[src/design/sysctl_pkg.sv]
/*
  package for the system control low-field register block: offsets, field positions,
  reset values, timing counts, carrier structs.
  assumes: a single 125 MHz host bus clock, synchronous active-low reset.
*/
`default_nettype none
package sysctl_pkg;
  // register map (byte addresses)
  localparam logic [7:0]  SYSCTL_OFFSET      = 8'h00;  // system control register
  localparam logic [7:0]  SYSCTL_AUX_OFFSET  = 8'h04;  // pin/legacy control register
  // field positions of system control
  localparam int          UP_BURST_BIT       = 14;
  localparam int          ACTIVITY_BIT       = 13;
  localparam int          RSVD_ONE_BIT       = 12;
  localparam int          STREAM_BIT         = 11;
  localparam int          UP_DELAY_BIT       = 10;
  localparam int          DOWN_DELAY_BIT     = 9;
  localparam int          PROBE_BIT          = 8;
  localparam int          AUTO_GATE_BIT      = 7;
  localparam int          IDLE_GATE_BIT      = 6;
  localparam int          ID_LOCK_BIT        = 5;
  localparam int          PARITY_BIT         = 4;
  localparam int          CDMA_BIT           = 3;
  localparam int          SUPPLY_BIT         = 2;
  localparam int          HOLD_CLOCKS_RUNNING_BIT        = 1;
  localparam int          MUX_BIT            = 0;
  localparam int          DOWN_BURST_BIT     = 15;
  // aux register field positions
  localparam int          LEGACY_MODE_BIT    = 0;
  localparam int          PINS_CDMA_BIT      = 1;
  // writable-field masks and reset values of system control and the aux register
  localparam logic [31:0] SYSCTL_WR_MASK     = 32'h0000_c0ff;
  localparam logic [31:0] SYSCTL_RESET       = 32'h0000_8020;
  localparam logic [31:0] AUX_WR_MASK        = 32'h0000_0003;
  localparam logic [31:0] AUX_RESET          = 32'h0000_0000;
  // settling delays after a switch stream
  localparam int          CLK_MHZ            = 125;
  localparam int          UP_DELAY_US        = 10;
  localparam int          DOWN_DELAY_US      = 10;
  localparam int          UP_DELAY_CYC       = UP_DELAY_US * CLK_MHZ;
  localparam int          DOWN_DELAY_CYC     = DOWN_DELAY_US * CLK_MHZ;
  localparam int          DELAY_W            = 16;
  // axi response codes
  localparam logic [1:0]  RESP_OKAY          = 2'h0;
  localparam logic [1:0]  RESP_SLVERR        = 2'h2;

  // card-side status into the block
  typedef struct packed {
    logic card_access;      // pulse per card access
    logic stream_start_up;  // pulse: power-up stream begins
    logic stream_start_dn;  // pulse: power-down stream begins
    logic stream_done;      // pulse: stream finished sending
    logic probe_busy;       // socket interrogation running
    logic card_is_32bit;    // inserted card is a 32-bit card
    logic card_idle;        // card state machine idle
    logic card_clk_stopped; // card clock stopped
    logic card_parity_err;  // data parity error on card bus
    logic ring_req;         // ring-indicate source
    logic pme_req;          // power-management event source
  } sysctl_stat_s;

  // controls out of the block
  typedef struct packed {
    logic upstream_read_burst_en;
    logic downstream_read_burst_en;
    logic auto_switch_gate;
    logic card_sm_clk_en;
    logic id_write_lock;
    logic syserr_req;
    logic central_dma_en;
    logic legacy_supply_5v;
    logic hold_clocks_running;
    logic wake_pin_out;
  } sysctl_ctl_s;
endpackage
`default_nettype wire

[src/design/sysctl_sync.sv]
/*
  three-stage synchroniser with agreement filter for one pin-level input.
  assumes: input is asynchronous to aclk; output changes only when stages two and three agree.
*/
`default_nettype none
module sysctl_sync (
  input  wire logic aclk,
  input  wire logic aresetn,
  input  wire logic din,
  output var  logic dout
);
  logic s1_ff;  // metastability catcher, read only by s2
  logic s2_ff;
  logic s3_ff;
  logic dout_ff;

  // shift chain
  always_ff @(posedge aclk) begin
    if (!aresetn) begin
      s1_ff <= 1'b0;
      s2_ff <= 1'b0;
      s3_ff <= 1'b0;
    end else begin
      s1_ff <= din;
      s2_ff <= s1_ff;
      s3_ff <= s2_ff;
    end
  end

  // accept a change only once the last two stages agree
  always_ff @(posedge aclk) begin
    if (!aresetn) begin
      dout_ff <= 1'b0;
    end else if (s2_ff == s3_ff) begin
      dout_ff <= s3_ff;
    end
  end

  assign dout = dout_ff;
endmodule
`default_nettype wire

[src/design/sysctl_delay.sv]
/*
  settling delay timer: a start pulse raises busy, busy falls after LEN cycles.
  assumes: start is a same-clock pulse; a restart reloads the count.
*/
`default_nettype none
module sysctl_delay #(
  parameter int LEN = 1250
) (
  input  wire logic aclk,
  input  wire logic aresetn,
  input  wire logic start,
  output var  logic busy
);
  localparam logic [sysctl_pkg::DELAY_W-1:0] LOAD = sysctl_pkg::DELAY_W'(LEN - 1);
  logic [sysctl_pkg::DELAY_W-1:0] cnt_ff;  // cycles left
  logic                           busy_ff;

  // load on start, count down while busy
  always_ff @(posedge aclk) begin
    if (!aresetn) begin
      cnt_ff  <= '0;
      busy_ff <= 1'b0;
    end else if (start) begin
      cnt_ff  <= LOAD;
      busy_ff <= 1'b1;
    end else if (busy_ff) begin
      if (cnt_ff == '0) begin
        busy_ff <= 1'b0;
      end else begin
        cnt_ff <= cnt_ff - 1'b1;
      end
    end
  end

  assign busy = busy_ff;
endmodule
`default_nettype wire

[src/design/sysctl_regs.sv]
/*
  system control register, bits 15..0, behind an axi4-lite slave, plus the control
  outputs that its fields steer.
  assumes: card-side status comes from same-clock logic except the ring and pme
  sources, which are pins and are synchronised here.
*/
// Our own choices: the register addresses and the AXI4-Lite interface to the registers.
// Behaviour
// bit 14 enables upstream memory read bursts
// bit 13 sets on card access, clears on read
// bit 12 always reads one, ignores writes
// bit 11 busy from request until stream+delay done
// bit 10 high after power-up stream until delay
// bit 9 high after power-down stream until delay
// bit 8 shows socket interrogation in progress
// bit 7 gates legacy auto power switch control
// bit 6 stops idle clockless 32-bit card machine
// bit 5 locks identifier registers, default locked
// bit 4 forwards card parity errors to syserr
// bit 3 enables central dma if pins allow
// bit 2 selects legacy supply, 0=3.3V 1=5V
// bit 1 keeps both bus clocks running
// bit 0 selects ring/pme sharing on wake pin
// status writes ignored, writable fields reset defaults
// bit 15 enables downstream bursts, default on
`default_nettype none
module sysctl_regs (
  input  wire logic                     aclk,
  input  wire logic                     aresetn,
  // axi4-lite write address
  input  wire logic [7:0]               s_axi_awaddr,
  input  wire logic                     s_axi_awvalid,
  output var  logic                     s_axi_awready,
  // write data
  input  wire logic [31:0]              s_axi_wdata,
  input  wire logic [3:0]               s_axi_wstrb,
  input  wire logic                     s_axi_wvalid,
  output var  logic                     s_axi_wready,
  // write response
  output var  logic [1:0]               s_axi_bresp,
  output var  logic                     s_axi_bvalid,
  input  wire logic                     s_axi_bready,
  // read address
  input  wire logic [7:0]               s_axi_araddr,
  input  wire logic                     s_axi_arvalid,
  output var  logic                     s_axi_arready,
  // read data
  output var  logic [31:0]              s_axi_rdata,
  output var  logic [1:0]               s_axi_rresp,
  output var  logic                     s_axi_rvalid,
  input  wire logic                     s_axi_rready,
  // card side
  input  wire sysctl_pkg::sysctl_stat_s stat,
  output var  sysctl_pkg::sysctl_ctl_s  ctl
);
  logic [31:0] ctl_reg_ff;     // writable fields of system control
  logic [31:0] aux_reg_ff;     // legacy mode and pin-config bits
  logic        activity_ff;    // sticky card-access flag
  logic        stream_ff;      // stream-or-delay busy
  logic        aw_hold_ff;     // write address captured
  logic [7:0]  aw_addr_ff;
  logic        w_hold_ff;      // write data captured
  logic [31:0] w_data_ff;
  logic [3:0]  w_strb_ff;
  logic        bvalid_ff;
  logic [1:0]  bresp_ff;
  logic        rvalid_ff;
  logic [31:0] rdata_ff;
  logic [1:0]  rresp_ff;
  logic        awready_ff;     // ready outputs kept in their own flops
  logic        wready_ff;
  logic        arready_ff;
  logic        dn_pending_ff;  // next settling delay is the power-down one
  logic        waiting_ff;     // stream sent, settling delay running
  logic        ctl_busy;       // combined delay busy
  logic        up_busy;
  logic        dn_busy;
  logic        ring_sync;
  logic        pme_sync;
  logic        do_write;
  logic        do_read;
  logic [31:0] wmask;
  logic [31:0] sys_view;
  sysctl_pkg::sysctl_ctl_s ctl_ff;

  // settling delays, one timer per direction
  sysctl_delay #(.LEN(sysctl_pkg::UP_DELAY_CYC)) u_up_delay (
    .aclk    (aclk),
    .aresetn (aresetn),
    .start   (stat.stream_done & stream_ff & ~dn_pending_ff),
    .busy    (up_busy)
  );
  sysctl_delay #(.LEN(sysctl_pkg::DOWN_DELAY_CYC)) u_dn_delay (
    .aclk    (aclk),
    .aresetn (aresetn),
    .start   (stat.stream_done & stream_ff & dn_pending_ff),
    .busy    (dn_busy)
  );

  // ring and pme arrive from pins
  sysctl_sync u_ring_sync (
    .aclk    (aclk),
    .aresetn (aresetn),
    .din     (stat.ring_req),
    .dout    (ring_sync)
  );
  sysctl_sync u_pme_sync (
    .aclk    (aclk),
    .aresetn (aresetn),
    .din     (stat.pme_req),
    .dout    (pme_sync)
  );

  assign ctl_busy = up_busy | dn_busy;
  assign do_write = aw_hold_ff & w_hold_ff & ~bvalid_ff;
  assign do_read  = s_axi_arvalid & ~rvalid_ff;

  // byte-lane mask from strobes
  always_comb begin
    wmask = {{8{w_strb_ff[3]}}, {8{w_strb_ff[2]}}, {8{w_strb_ff[1]}}, {8{w_strb_ff[0]}}};
  end

  // read view of system control
  always_comb begin
    sys_view = ctl_reg_ff;
    sys_view[sysctl_pkg::ACTIVITY_BIT]   = activity_ff;
    sys_view[sysctl_pkg::RSVD_ONE_BIT]   = 1'b1;
    sys_view[sysctl_pkg::STREAM_BIT]     = stream_ff;
    sys_view[sysctl_pkg::UP_DELAY_BIT]   = up_busy;
    sys_view[sysctl_pkg::DOWN_DELAY_BIT] = dn_busy;
    sys_view[sysctl_pkg::PROBE_BIT]      = stat.probe_busy;
  end

  // write address and data channels, accepted in either order
  always_ff @(posedge aclk) begin
    if (!aresetn) begin
      aw_hold_ff <= 1'b0;
      awready_ff <= 1'b1;
      aw_addr_ff <= 8'h00;
    end else if (s_axi_awvalid & ~aw_hold_ff) begin
      aw_hold_ff <= 1'b1;
      awready_ff <= 1'b0;
      aw_addr_ff <= s_axi_awaddr;
    end else if (do_write) begin
      aw_hold_ff <= 1'b0;
      awready_ff <= 1'b1;
    end
  end

  always_ff @(posedge aclk) begin
    if (!aresetn) begin
      w_hold_ff <= 1'b0;
      wready_ff <= 1'b1;
      w_data_ff <= 32'h0000_0000;
      w_strb_ff <= 4'h0;
    end else if (s_axi_wvalid & ~w_hold_ff) begin
      w_hold_ff <= 1'b1;
      wready_ff <= 1'b0;
      w_data_ff <= s_axi_wdata;
      w_strb_ff <= s_axi_wstrb;
    end else if (do_write) begin
      w_hold_ff <= 1'b0;
      wready_ff <= 1'b1;
    end
  end

  // write response; unmapped addresses answer slverr
  always_ff @(posedge aclk) begin
    if (!aresetn) begin
      bvalid_ff <= 1'b0;
      bresp_ff  <= sysctl_pkg::RESP_OKAY;
    end else if (do_write) begin
      bvalid_ff <= 1'b1;
      if (aw_addr_ff[7:2] == sysctl_pkg::SYSCTL_OFFSET[7:2] ||
          aw_addr_ff[7:2] == sysctl_pkg::SYSCTL_AUX_OFFSET[7:2]) begin
        bresp_ff <= sysctl_pkg::RESP_OKAY;
      end else begin
        bresp_ff <= sysctl_pkg::RESP_SLVERR;
      end
    end else if (s_axi_bready) begin
      bvalid_ff <= 1'b0;
    end
  end

  // writable fields; status bits masked off so writes cannot reach them
  always_ff @(posedge aclk) begin
    if (!aresetn) begin
      ctl_reg_ff <= sysctl_pkg::SYSCTL_RESET;
    end else if (do_write && aw_addr_ff[7:2] == sysctl_pkg::SYSCTL_OFFSET[7:2]) begin
      ctl_reg_ff <= (ctl_reg_ff & ~(wmask & sysctl_pkg::SYSCTL_WR_MASK)) |
                    (w_data_ff & wmask & sysctl_pkg::SYSCTL_WR_MASK);
    end
  end

  always_ff @(posedge aclk) begin
    if (!aresetn) begin
      aux_reg_ff <= sysctl_pkg::AUX_RESET;
    end else if (do_write && aw_addr_ff[7:2] == sysctl_pkg::SYSCTL_AUX_OFFSET[7:2]) begin
      aux_reg_ff <= (aux_reg_ff & ~(wmask & sysctl_pkg::AUX_WR_MASK)) |
                    (w_data_ff & wmask & sysctl_pkg::AUX_WR_MASK);
    end
  end

  // pending stream direction, latched at stream start
  always_ff @(posedge aclk) begin
    if (!aresetn) begin
      dn_pending_ff <= 1'b0;
    end else if (stat.stream_start_dn) begin
      dn_pending_ff <= 1'b1;
    end else if (stat.stream_start_up) begin
      dn_pending_ff <= 1'b0;
    end
  end

  // stream busy: raised on request, held through the settling delay
  always_ff @(posedge aclk) begin
    if (!aresetn) begin
      stream_ff <= 1'b0;
    end else if (stat.stream_start_up | stat.stream_start_dn) begin
      stream_ff <= 1'b1;
    end else if (waiting_ff & ~ctl_busy & ~stat.stream_done) begin
      stream_ff <= 1'b0;
    end
  end

  // stream phase tracker: after done, wait for delay to finish
  always_ff @(posedge aclk) begin
    if (!aresetn) begin
      waiting_ff <= 1'b0;
    end else if (stat.stream_start_up | stat.stream_start_dn) begin
      waiting_ff <= 1'b0;
    end else if (stream_ff & stat.stream_done) begin
      waiting_ff <= 1'b1;
    end else if (waiting_ff & ~ctl_busy & ~stat.stream_done) begin
      waiting_ff <= 1'b0;
    end
  end

  // socket activity: card access wins over the read side effect
  always_ff @(posedge aclk) begin
    if (!aresetn) begin
      activity_ff <= 1'b0;
    end else if (stat.card_access) begin
      activity_ff <= 1'b1;
    end else if (do_read && s_axi_araddr[7:2] == sysctl_pkg::SYSCTL_OFFSET[7:2]) begin
      activity_ff <= 1'b0;
    end
  end

  // read channel: one-cycle answer from registers
  always_ff @(posedge aclk) begin
    if (!aresetn) begin
      rvalid_ff <= 1'b0;
      arready_ff <= 1'b1;
      rdata_ff  <= 32'h0000_0000;
      rresp_ff  <= sysctl_pkg::RESP_OKAY;
    end else if (do_read) begin
      rvalid_ff <= 1'b1;
      arready_ff <= 1'b0;
      if (s_axi_araddr[7:2] == sysctl_pkg::SYSCTL_OFFSET[7:2]) begin
        rdata_ff <= sys_view;
        rresp_ff <= sysctl_pkg::RESP_OKAY;
      end else if (s_axi_araddr[7:2] == sysctl_pkg::SYSCTL_AUX_OFFSET[7:2]) begin
        rdata_ff <= aux_reg_ff;
        rresp_ff <= sysctl_pkg::RESP_OKAY;
      end else begin
        rdata_ff <= 32'h0000_0000;
        rresp_ff <= sysctl_pkg::RESP_SLVERR;
      end
    end else if (s_axi_rready) begin
      rvalid_ff <= 1'b0;
      arready_ff <= 1'b1;
    end
  end

  // control outputs, registered
  always_ff @(posedge aclk) begin
    if (!aresetn) begin
      ctl_ff <= '0;
    end else begin
      ctl_ff.upstream_read_burst_en   <= ctl_reg_ff[sysctl_pkg::UP_BURST_BIT];
      ctl_ff.downstream_read_burst_en <= ctl_reg_ff[sysctl_pkg::DOWN_BURST_BIT];
      ctl_ff.auto_switch_gate         <= ctl_reg_ff[sysctl_pkg::AUTO_GATE_BIT];
      // only gate when every idle condition holds, so a waking card is never starved
      ctl_ff.card_sm_clk_en <= ~(ctl_reg_ff[sysctl_pkg::IDLE_GATE_BIT] & stat.card_is_32bit &
                                 stat.card_idle & stat.card_clk_stopped);
      ctl_ff.id_write_lock            <= ctl_reg_ff[sysctl_pkg::ID_LOCK_BIT];
      ctl_ff.syserr_req     <= ctl_reg_ff[sysctl_pkg::PARITY_BIT] & stat.card_parity_err;
      ctl_ff.central_dma_en <= ctl_reg_ff[sysctl_pkg::CDMA_BIT] &
                               aux_reg_ff[sysctl_pkg::PINS_CDMA_BIT];
      // supply select only matters in legacy mode; outside it report 3.3 V
      ctl_ff.legacy_supply_5v <= ctl_reg_ff[sysctl_pkg::SUPPLY_BIT] &
                                 aux_reg_ff[sysctl_pkg::LEGACY_MODE_BIT];
      ctl_ff.hold_clocks_running      <= ctl_reg_ff[sysctl_pkg::HOLD_CLOCKS_RUNNING_BIT];
      // shared wake pin: ring wins while the mux bit is clear, pme alone when it is set
      if (!ctl_reg_ff[sysctl_pkg::MUX_BIT]) begin
        ctl_ff.wake_pin_out <= ring_sync ? 1'b1 : pme_sync;
      end else begin
        ctl_ff.wake_pin_out <= pme_sync;
      end
    end
  end

  assign s_axi_awready = awready_ff;
  assign s_axi_wready  = wready_ff;
  assign s_axi_bvalid  = bvalid_ff;
  assign s_axi_bresp   = bresp_ff;
  assign s_axi_arready = arready_ff;
  assign s_axi_rvalid  = rvalid_ff;
  assign s_axi_rdata   = rdata_ff;
  assign s_axi_rresp   = rresp_ff;
  assign ctl           = ctl_ff;
endmodule
`default_nettype wire

[config.mk]
export PLATFORM = sky130hd
export DESIGN_NAME = sysctl_regs
export DESIGN_NICKNAME = d
export VERILOG_FILES = /design/src/design/sysctl_pkg.sv /design/src/design/sysctl_sync.sv /design/src/design/sysctl_delay.sv /design/src/design/sysctl_regs.sv
export SDC_FILE = /design/constraint.sdc
export NUM_CORES = 1
export LEC_CHECK = 0
export ABC_AREA = 1
export BUFFER_PORTS_ARGS = -buffer_cell sky130_fd_sc_hd__clkbuf_2
export CORE_MARGIN = 2
export CORE_UTILIZATION = 44
export CTS_BUF_LIST = sky130_fd_sc_hd__clkbuf_8
export CTS_CLUSTER_SIZE = 14
export DETAILED_ROUTE_END_ITERATION = 10
export PLACE_DENSITY_LB_ADDON = 0.1
export SYNTH_ARGS = -nofsm -noshare
export SYNTH_HDL_FRONTEND = slang
export SYNTH_SLANG_ARGS = --single-unit
[constraint.sdc]
create_clock -name aclk -period 1.45 [get_ports aclk]
set_clock_uncertainty 0.05 [all_clocks]
set_input_delay 0.0725 -clock aclk [delete_from_list [all_inputs] [get_ports aclk]]
set_output_delay 0.0725 -clock aclk [all_outputs]
set_load 0.05 [all_outputs]
Word-level counts from Yosys, hierarchy flattened:

Index checks and enable logic that the tools add are counted.

* bits in registers: 189
* bits of input ports: 70
* output and inout bits: 51
* logic and storage cells: 150

* add/sub/neg operators: 2
* equality and inequality tests: 6
* muxes and demuxes: 38
* bitwise logic cells: 36
* reductions and logical operators: 25

Operators with widths (count)
* $mux W11: 6
* $and A32 B32 Y32: 2
* $mux W32: 2
* $logic_not A16 Y1: 2
* $not A16 Y32: 1
* $not A2 Y32: 1
* $or A32 B16 Y32: 1
* $or A32 B2 Y32: 1
* $sub A16 B1 Y16 const B: 2
* $mux W1: 27
* $reduce_bool A2 Y1: 10
* $and A1 B1 Y1: 16
* $and A16 B16 Y16: 1
* $eq A6 B1 Y1 const B: 2
* $logic_not A6 Y1: 2
* $not A1 Y1: 11
* $reduce_and A2 Y1: 4
* $mux W2: 3
* $reduce_or A2 Y1: 3
* $ne A2 B1 Y1 const B: 2
* $logic_and A1 B1 Y1: 3
* $eq A1 B1 Y1: 2
* $or A1 B1 Y1: 2
* $logic_or A1 B1 Y1: 1

Longest topological paths before layout:

Gate-level depths: netlist of run 1.

* depth in word-level cells: 6
* gate-level depth with buffers: 10
* mapped depth without buffers: 10

Hierarchy:

Synthesis of run 1 repeated with hierarchy kept, for this count alone.

* cells, all modules: 703
* area total of the unflattened synthesis: 4982.3 µm²

By module, submodules not included
* sysctl_regs: times used 1, cells an instance 345, area each 2690.1 µm², seq. area each 1381.3 µm²
* sysctl_delay: times used 2, cells an instance 166, area each 1029.7 µm², seq. area each 340.3 µm²
* sysctl_sync: times used 2, cells an instance 13, area each 116.4 µm², seq. area each 80.1 µm²

Worst setup path after synthesis of run 1:

No wires, ideal clock.

* path kind: register to register
* from: reg rvalid_ff (netlist: s_axi_rvalid)
* to: reg activity_ff
* library setup time: 0.128 ns
* arrival time: 1.408 ns
* data required time: 1.272 ns
* path slack: -0.136 ns
* stages on the path, launching flop included: 7
* cells stage by stage: dfxtp_1 nor2_4 inv_2 nor3_4 inv_1 a21oi_1 nor2_1

* longest elaborated chain between the ends: 4

RTL lines
* from (decl): line sysctl_regs.sv:67 `logic rvalid_ff;`
* from (signal assigned): line sysctl_regs.sv:253 `rvalid_ff <= 1'b0;`
* from (signal assigned): line sysctl_regs.sv:258 `rvalid_ff <= 1'b1;`
* from (signal assigned): line sysctl_regs.sv:271 `rvalid_ff <= 1'b0;`
* $not A1 Y1: line sysctl_regs.sv:116 `assign do_read = s_axi_arvalid & ~rvalid_ff;`
* $and A1 B1 Y1: line sysctl_regs.sv:116
* $logic_and A1 B1 Y1: line sysctl_regs.sv:245 `end else if (do_read && s_axi_araddr[7:2] == sysctl_pkg::SYSCTL_OFFSET[7:2]) begin`
* $reduce_bool A2 Y1 (no line)
* to (signal assigned): line sysctl_regs.sv:242 `activity_ff <= 1'b0;`
* to (signal assigned): line sysctl_regs.sv:244 `activity_ff <= 1'b1;`
* to (signal assigned): line sysctl_regs.sv:246 `activity_ff <= 1'b0;`
* to (decl): line sysctl_regs.sv:58 `logic activity_ff;`

Every way passes these cells.
A chain may end at the register's enable or synchronous reset.

Final worst setup path of run 1:

* from: reg u_dn_delay.cnt_ff[0] (netlist bit)
* to: reg u_dn_delay.cnt_ff[13] (netlist bit)

* longest elaborated chain between the ends: 3
* elaborated cells on any way between the ends: 4

RTL lines
* from (decl): line sysctl_delay.sv:15 `logic [sysctl_pkg::DELAY_W-1:0] cnt_ff;`
* from (signal assigned): line sysctl_delay.sv:30 `cnt_ff <= cnt_ff - 1'b1;`
* branches (longest 3 deep; another with $sub A16 B1 Y16)

Parallel ways; which one is timed is not known.

==> flow_summary.yaml, run 1 <==
logic_synthesis:
  netlist.area_leader.share: 0.464
  synthCells: 669
  synth-seq-area-share: 0.464
  yosysTopAreaCell: "dfxtp_1"
  yosysWarningCount: 0
  synth_cell_types: 32
  avgSynthCellArea_um2: 7.16
  synth.area.top_cells: "dfxtp_1, nand2_1, nor2_1, inv_1, a21oi_1"
  syn-cell-area_um2: 4790
  ys_seq_elements: 111
outcome:
  status: "finished, final reports clean"
critical_path:
  path_class: "register to register"
  cp-end-kind: "register"
  crit_fanout: 7
  cp-start-kind: "register"
  required_ns: 1.74
  arrival_ns: 1.70
finish:
  syn2layout_area_growth_pct: 35.6
  final_cells: 973
  final_util: 0.604
  fin_nets: 900
  fillerInstances: 1006
  drive_above_1_share: 0.274
  diodes: 0
  stdcell_area_um2: 6490
routing:
  num_vias: 4609
  wl_per_cell_um: 12.0
  drc_errors: 0
  wirelength_mm: 11.7
  first_pass_iters: 5
  ant_nets: 0
  drt_iter0_drc: 195
  viasPerCell: 4.74
placement:
  place_hpwl_mm: 8.19
  placedCellCount: 910
  dpl_cell_area_um2: 5540
  port_buffers: 74
  gp_congestion: 0.875
  pre_cts_slack_ns: -0.0670
floorplanning:
  std_cell_rows: 38
  dieArea_um2: 11700
  initial_core_util: 0.446
  die_h_um: 108
  io_pins: 121
  core_area_um2: 10700
  die_w_um: 108
clock_tree:
  htree_levels: 3
  cts_tree: "done"
  clock_latency_ns: 0.40
  cts_buffer_depth: 2
  cts.sinks: 111
  path_clk_slew_ns: 0.11
  cts_inserted_buffers: 9
  clockRootBuffer: "clkbuf_8"
grt:
  grt_pass1_wl_mm: 18.9
  grt_max_degree: 27
  grt.overflow.total: 0
  globalRouteTotalUtil: 0.206
  grt_pass1_vias: 4261
  antenna_found_initial: 0
timing:
  setup_violations: 0
  clock.fmax_mhz: 706
  setup_slack_ns: 0.0331
  hold_viol_final: 0
  fin_crit_sh: 0.977
  period_minus_slack_ns: 1.42
  grt_setup_unrepaired: "true"
  drv_slew: 0
power:
  peakVddDrop_mv: 0.715
  p_leak_uw: 0.00307
  powerDensity_nw_per_um2: 1080
hold_path:
  hold_class: "input port to register"
flow_run:
  max_cap_viol_count: 0
==> kinds of logic after synthesis <==
| kind of cell | synth area share |
|---|---|
| flip-flops | 0.464 |
| AO/OA/AOI/OAI | 0.105 |
| XOR/XNOR | 0.00915 |
| adder cells (fa/ha/maj) | 0.00523 |
| AND/OR/NAND/NOR | 0.303 |
| buffers and inverters | 0.113 |
| other | 0.000783 |
==> layout by cell type (no fill, tap or decap), types with 7 or more instances in the layout <==
cell / count
nand2_1: 142
dfxtp_1: 99
nor2_1: 78
clkbuf_2: 74
inv_1: 73
a21oi_1: 49
buf_4: 44
o21ai_0: 39
nand3_1: 37
dlygate4sd3_1: 37
nor2_2: 19
conb_1: 18
dfxtp_2: 12
nand4_1: 10
nor2_4: 9
nand2_2: 9
clkbuf_8: 9
buf_6: 8
inv_2: 7
nand3b_1: 7
nand2_4: 7
==> report_power, final <==
group          switching, uW  total [uW]  internal, uW
clock                   1130        1950           820
sequential              98.5        3280          3190
combinational           1050        1780           732
==> per-stage QoR <==
stage          total power [uW]  TNS (ns)  hold WS [ns]
2_1_floorplan              4370  -0.00504         0.120
3_3_place_gp               4750         0         0.206
3_5_place_dp               4790    -0.255         0.211
4_1_cts                    6830         0      0.000434
5_1_grt                    7400    -0.427        0.0452
6_report                   7010         0       0.00424
==> final timing paths <==
check / start / endpoint / slack (ns) / cells after the start
hold reg to reg: u_ring_sync.s1_ff / u_ring_sync.s2_ff / 0.38 / 2
setup / recovery: u_dn_delay.cnt_ff[0] / u_dn_delay.cnt_ff[13] / 0.03 / 9
setup reg to reg: u_dn_delay.cnt_ff[0] / u_dn_delay.cnt_ff[13] / 0.03 / 9
hold / removal: aresetn / aw_addr_ff[6] / 0.004 / 3
==> routing by layer <==
metal	global-route usage	vias to the layer above	wire length, um
met2	0.356	84	5970
li1	-	2397	-
met5	0	-	0
met3	0.0338	16	330
met4	0.0952	0	266
met1	0.249	2112	5110
==> synth_stat cells <==
master and n:
ha_1 2, buf_1 4, nor2_1 103, a21oi_1 53, buf_2 1, nor3_4 1
o21ai_0 40, inv_2 3, nand2_2 1, nor3_1 4, nor2_4 3, xor2_1 5
nand2_4 3, nand3_2 1, clkbuf_1 10, a41oi_1 1, inv_1 79, conb_1 1
buf_6 1, nand3b_1 7, buf_12 1, nor3_2 2, dfxtp_1 111, nand4_1 10
nand2_8 1, nand3_1 43, o21ai_1 3, clkinv_2 1, a31oi_1 2, buf_4 18
nand2_1 153, clkinv_1 1
==> cell type report <==
type / count / area (um^2) / share of cell area
well taps: 140 / 175 / 0.0270
clock inverters: 7 / 80.1 / 0.0123
repair buffers: 165 / 1200 / 0.185
multi-input cells: 457 / 2350 / 0.362
clock buffers: 9 / 124 / 0.0191
flip-flops and latches: 111 / 2240 / 0.345
inverters: 84 / 323 / 0.0497
==> worst max-delay path, stage by stage, from the launching register on <==
cell	delay (ns)
dfxtp_2	0.35
inv_2	0.07
ha_4	0.14
nand2_4	0.06
nor2_4	0.14
nand2_4	0.11
nand2_8	0.13
buf_6	0.14
nand2_4	0.05
a21oi_2	0.12
==> what timing repair did <==
item	4_1_cts	5_1_grt
gates resized for setup	11	83
endpoints found under the setup margin	22	41
pin swaps	3	24
hold buffers	37	0
buffers inserted	1	8
gates cloned	1	0
endpoints found under the hold margin	33	0
No activity file was read; power rests on OpenSTA's default activity.
==> run 2, diff against run 1 <==
- REMOVE_ABC_BUFFERS: not set -> 1
==> run 2 against run 1 <==
Net effect:
- non-clock buffer count down 2
- via count down 0.69%
- sequential power about the same
- register-to-register slack better by 0.02 ns
- setup slack better by 0.023 ns
- sequential share of layout area up 0.44 points
- routed wire length up 0.56%
- count of clock-buffer cells in the layout unchanged
- hold slack worse by 0.0041 ns
- critical path depth down 1
==> flow_summary.yaml, run 2 (synthesized netlist as in run 1, its figures left out) <==
outcome:
  status: "finished, final reports clean"
critical_path:
  worstSetupStartpoint: "u_up_delay.cnt_ff[3]"
  cp-end-kind: "register"
  arrival_ns: 1.67
  endpoint: "u_up_delay.cnt_ff[8]"
  reg2reg_depth: 8
  crit_fanout: 4
  required_ns: 1.73
  reg2reg_from: "u_up_delay.cnt_ff[3]"
  timing.rr.end: "u_up_delay.cnt_ff[8]"
  cp-start-kind: "register"
  rrSetupSlack_ns: 0.06
  path_class: "register to register"
placement:
  gp_congestion: 0.855
  placedCellCount: 910
  place_hpwl_mm: 8.03
  port_buffers: 74
floorplanning:
  io_pins: 121
  dieArea_um2: 11700
  std_cell_rows: 38
  initial_core_util: 0.446
  die_h_um: 108
  die_w_um: 108
  core_area_um2: 10700
routing:
  wl_per_cell_um: 12.1
  first_pass_iters: 4
  drt_iter0_drc: 151
  drc_errors: 0
  viasPerCell: 4.70
  num_vias: 4577
  wirelength_mm: 11.7
  ant_nets: 0
finish:
  syn2layout_area_growth_pct: 33.5
  final_common_cell: "nand2_1"
  final_cells: 973
  diodes: 0
  final_util: 0.595
  drive_above_1_share: 0.264
  fin_nets: 900
  mostFrequentLayoutCells: "nand2_1, dfxtp_1, nor2_1"
grt:
  grt_max_degree: 60
  globalRouteTotalUtil: 0.201
  grt_pass1_vias: 4165
  antenna_found_initial: 0
  grt_pass1_wl_mm: 18.6
  grt.overflow.total: 0
clock_tree:
  cts_inserted_buffers: 9
  cts.sinks: 111
  cts_buffer_depth: 2
  clockRootBuffer: "clkbuf_8"
  cts_tree: "done"
  path_clk_slew_ns: 0.10
  htree_levels: 3
  clock_latency_ns: 0.39
timing:
  holdWs_ns: 0.0000887
  fin_crit_sh: 0.961
  hold_viol_final: 0
  grt_setup_unrepaired: "true"
  period_minus_slack_ns: 1.39
  setup_violations: 0
  drv_slew: 0
  setup_tns_ns: 0
  clock.fmax_mhz: 717
power:
  powerDensity_nw_per_um2: 1060
  p_leak_uw: 0.00304
  peakVddDrop_mv: 0.623
hold_path:
  hold_class: "input port to register"
flow_run:
  max_cap_viol_count: 0
-- run 2: layout make-up --
| cell class | instances | area, um^2 |
|---|---|---|
| Fill cell | 1029 | 4350 |
| Multi-Input combinational cell | 459 | 2330 |
| Sequential cell | 111 | 2230 |
| Timing Repair Buffer | 163 | 1160 |
| Inverter | 84 | 325 |
| Tap cell | 140 | 175 |
| Clock buffer | 9 | 124 |
| Clock inverter | 7 | 47.5 |
-- run 2: timing repair --
| item | 4_1_cts | 5_1_grt |
|---|---|---|
| setup endpoints to repair | 16 | 42 |
| cloned | 0 | 3 |
| setup buffers | 2 | 9 |
| hold buffers | 33 | 0 |
| pin swaps | 3 | 19 |
| hold endpoints to repair | 32 | 0 |
| resized for setup | 8 | 72 |
-- run 2: report_power, final --
group	leakage (uW)	switching [uW]	internal, uW
clock	0.0000912	1100	629
combinational	0.00204	1050	716
sequential	0.000909	104	3180
-- run 2: per-stage QoR --
stage	power, uW	cell area (um^2)	worst slack (ns)
4_1_cts	6570	6070	0.00310
3_5_place_dp	4780	5520	-0.0401
6_report	6780	6390	0.0560
5_1_grt	7140	6390	-0.0662
3_3_place_gp	4750	5520	0.00208
2_1_floorplan	4290	4630	-0.198
-- run 2: routing by layer --
metal / vias up / track usage / wire length (um)
met5: - / 0 / 0
met4: 0 / 0.0852 / 296
met3: 25 / 0.0404 / 404
met2: 78 / 0.347 / 5930
met1: 2072 / 0.242 / 5120
li1: 2402 / - / -
-- run 2: worst min-delay path by stage --
| stage | start | to | cells past startpoint |
|---|---|---|---|
| 5_1_grt | s_axi_araddr[7] | s_axi_rresp[1] | 5 |
| 3_3_place_gp | stat[0] | u_pme_sync.s1_ff | 3 |
| 6_report | s_axi_araddr[7] | s_axi_rresp[1] | 5 |
| 3_5_place_dp | stat[0] | u_pme_sync.s1_ff | 3 |
| 2_1_floorplan | aresetn | s_axi_arready | 1 |
| 4_1_cts | s_axi_araddr[7] | s_axi_rresp[1] | 5 |
-- run 2: worst max-delay path, cell delays in order (launching register included) --
cell and delay, ns:
dfxtp_1 0.36, nor2_2 0.18, nand2_4 0.08, nor2_4 0.14, buf_4 0.12, buf_4 0.09
xor2_1 0.13, nand2_1 0.06, a21oi_1 0.11
==> run 3, diff against run 2 <==
- HOLD_SLACK_MARGIN: not set -> 0.12
- PLACE_DENSITY: not set -> 0.71
- PLACE_DENSITY_LB_ADDON: 0.1 -> not set
==> run 3 against run 2 <==
Net effect:
- sequential share of layout area down 1.5 points
- via count rose by 4.8%
- critical path type unchanged
- global-route usage hardly changed
- first-iteration DRC count up 48%
==> flow_summary.yaml, run 3 (synthesized netlist as in run 1, its figures left out) <==
outcome:
  status: "finished, final reports clean"
critical_path:
  required_ns: 1.66
  cpMostUsedCell: "nand2_4"
  path_depth: 10
  arrival_ns: 1.66
  crit_fanout: 7
  cp-start-kind: "register"
  endpoint: "u_dn_delay.cnt_ff[4]"
  slowest_delay_ns: 0.35
  reg2reg_depth: 10
  path_buf_inv: 2
  rrSetupSlack_ns: 0.004
  cp_slowest_cell: "dfxtp_2"
  worstSetupStartpoint: "u_dn_delay.cnt_ff[0]"
  cp_top_family: "simple AND/OR/NAND/NOR gates"
  cp-end-kind: "register"
  timing.rr.end: "u_dn_delay.cnt_ff[4]"
  reg2reg_from: "u_dn_delay.cnt_ff[0]"
  crit_path_cell_trace: "inv_4, ha_4, nand2_4, nor2_4, nand2_4, buf_12, nand2_8, o21ai_2, nand2_1, nor2_1"
  path_class: "register to register"
routing:
  wl_per_cell_um: 13.1
  num_vias: 4797
  ant_nets: 0
  drc_errors: 0
  first_pass_iters: 5
  wirelength_mm: 12.7
  drt_iter0_drc: 223
  viasPerCell: 4.93
grt:
  globalRouteTotalUtil: 0.200
  grtUsageMet3: 0.0307
  grt.overflow.total: 0
  grt_pass1_wl_mm: 18.8
  use_met2: 0.351
  grt_pass1_vias: 4387
  grt_max_degree: 60
  grtUsageMet1: 0.240
  antenna_found_initial: 0
  top_usage_layer: "met2"
clock_tree:
  cts_inserted_buffers: 9
  cts.sinks: 111
  htree_levels: 3
  clockRootBuffer: "clkbuf_8"
  path_clk_slew_ns: 0.11
  cts_tree: "done"
  clock_latency_ns: 0.38
  cts_buffer_depth: 2
power:
  powerDensity_nw_per_um2: 1030
  p_leak_uw: 0.00309
  clockPowerShare: 0.247
  swShare: 0.333
  peakVddDrop_mv: 0.603
  p_comb_frac: 0.274
  p_switching_uw: 2290
  p_seq_frac: 0.479
  power.total_uw: 6880
  internal_power_uw: 4580
timing:
  period_minus_slack_ns: 1.45
  fin_crit_sh: 0.997
  grt_setup_unrepaired: "true"
  hold_viol_final: 0
  clock.fmax_mhz: 692
  drv_slew: 0
  setup_violations: 0
placement:
  port_buffers: 74
  gp_congestion: 0.891
  placedCellCount: 898
  place_hpwl_mm: 7.86
floorplanning:
  core_area_um2: 10700
  initial_core_util: 0.446
  dieArea_um2: 11700
  std_cell_rows: 38
  io_pins: 121
  die_h_um: 108
  die_w_um: 108
flow_run:
  max_cap_viol_count: 0
finish:
  fin_nets: 901
  final_common_cell: "nand2_1"
  multiInputGateArea_um2: 2480
  syn2layout_area_growth_pct: 39.7
  drive_above_1_share: 0.301
  final_cells: 974
  seqCellArea_um2: 2230
  diodes: 0
  mostFrequentLayoutCells: "nand2_1, dfxtp_1, nor2_1"
  fillerInstances: 888
hold_path:
  hold_class: "input port to register"
-- run 3: cell count changes in the layout (fill, tap and decap cells not counted), moves of 4 or more --
cell           before  now
buf_4              49   30
nand2_1           148  133
nand2_2             4   19
a21oi_1            49   39
a21oi_2             4   14
dlygate4sd3_1      33   42
buf_6               6   14
nand3_1            37   32
nor2_4              6   10
-- run 3: power by group through the flow --
stage                     registers [uW]  clock network [uW]  logic [uW]
after floorplan                     3390                   0         900
after CTS                           3270                1720        1530
final                               3290                1700        1880
after global placement              3330                   0        1340
after global routing                3310                1840        2050
after detailed placement            3330                   0        1380
-- run 3: stage by stage --
stage / hold slack [ns] / instance area (um^2) / setup TNS (ns) / utilization / setup slack, ns
6_report: 0.195 / 6690 / 0 / 0.622 / 0.00439
4_1_cts: 0.168 / 6100 / 0 / 0.568 / 0.00402
3_3_place_gp: 0.204 / 5430 / -0.0178 / 0.506 / -0.0178
2_1_floorplan: 0.0987 / 4630 / -1.18 / - / -0.198
3_5_place_dp: 0.211 / 5430 / -0.425 / 0.506 / -0.0476
5_1_grt: 0.229 / 6690 / -0.719 / 0.622 / -0.0757
-- run 3: cell type report --
class                           instances  area share
Clock buffer                            9      0.0185
Clock inverter                          7     0.00711
Inverter                               84      0.0503
Multi-Input combinational cell        458       0.371
Sequential cell                       111       0.334
Tap cell                              140      0.0262
Timing Repair Buffer                  165       0.193
-- run 3: worst min path at each step --
stage	startpoint	endpoint	slack [ns]	depth (start not counted)
6_report	s_axi_arvalid	s_axi_rdata[0]	0.20	6
5_1_grt	s_axi_arvalid	s_axi_rdata[0]	0.23	6
4_1_cts	s_axi_araddr[5]	s_axi_rdata[1]	0.17	6
3_5_place_dp	stat[0]	u_pme_sync.s1_ff	0.21	3
3_3_place_gp	stat[1]	u_ring_sync.s1_ff	0.20	3
2_1_floorplan	aresetn	s_axi_arready	0.1	1
-- run 3: worst min-delay path, delay by kind of cell --
kind	cells	cell delay (ns)
AOI/OAI and AO/OA	1	0.07
and+or+nand+nor	2	0.13
buffers and inverters	3	0.30
-- run 3: metal layers --
layer  up-vias  share of wire  wire [um]
met3        28          0.056        715
met4         0          0.025        320
met5         -              0          0
met1      2227           0.41       5220
met2       139           0.51       6450
li1       2403              -          -
-- run 3: timing repair --
| action | in CTS | in global routing |
|---|---|---|
| hold buffers | 43 | 0 |
| cloned | 2 | 2 |
| pin swaps | 3 | 35 |
| setup endpoints to repair | 33 | 46 |
| buffers inserted | 1 | 12 |
| gates resized for setup | 14 | 131 |
| hold endpoints to repair | 53 | 0 |
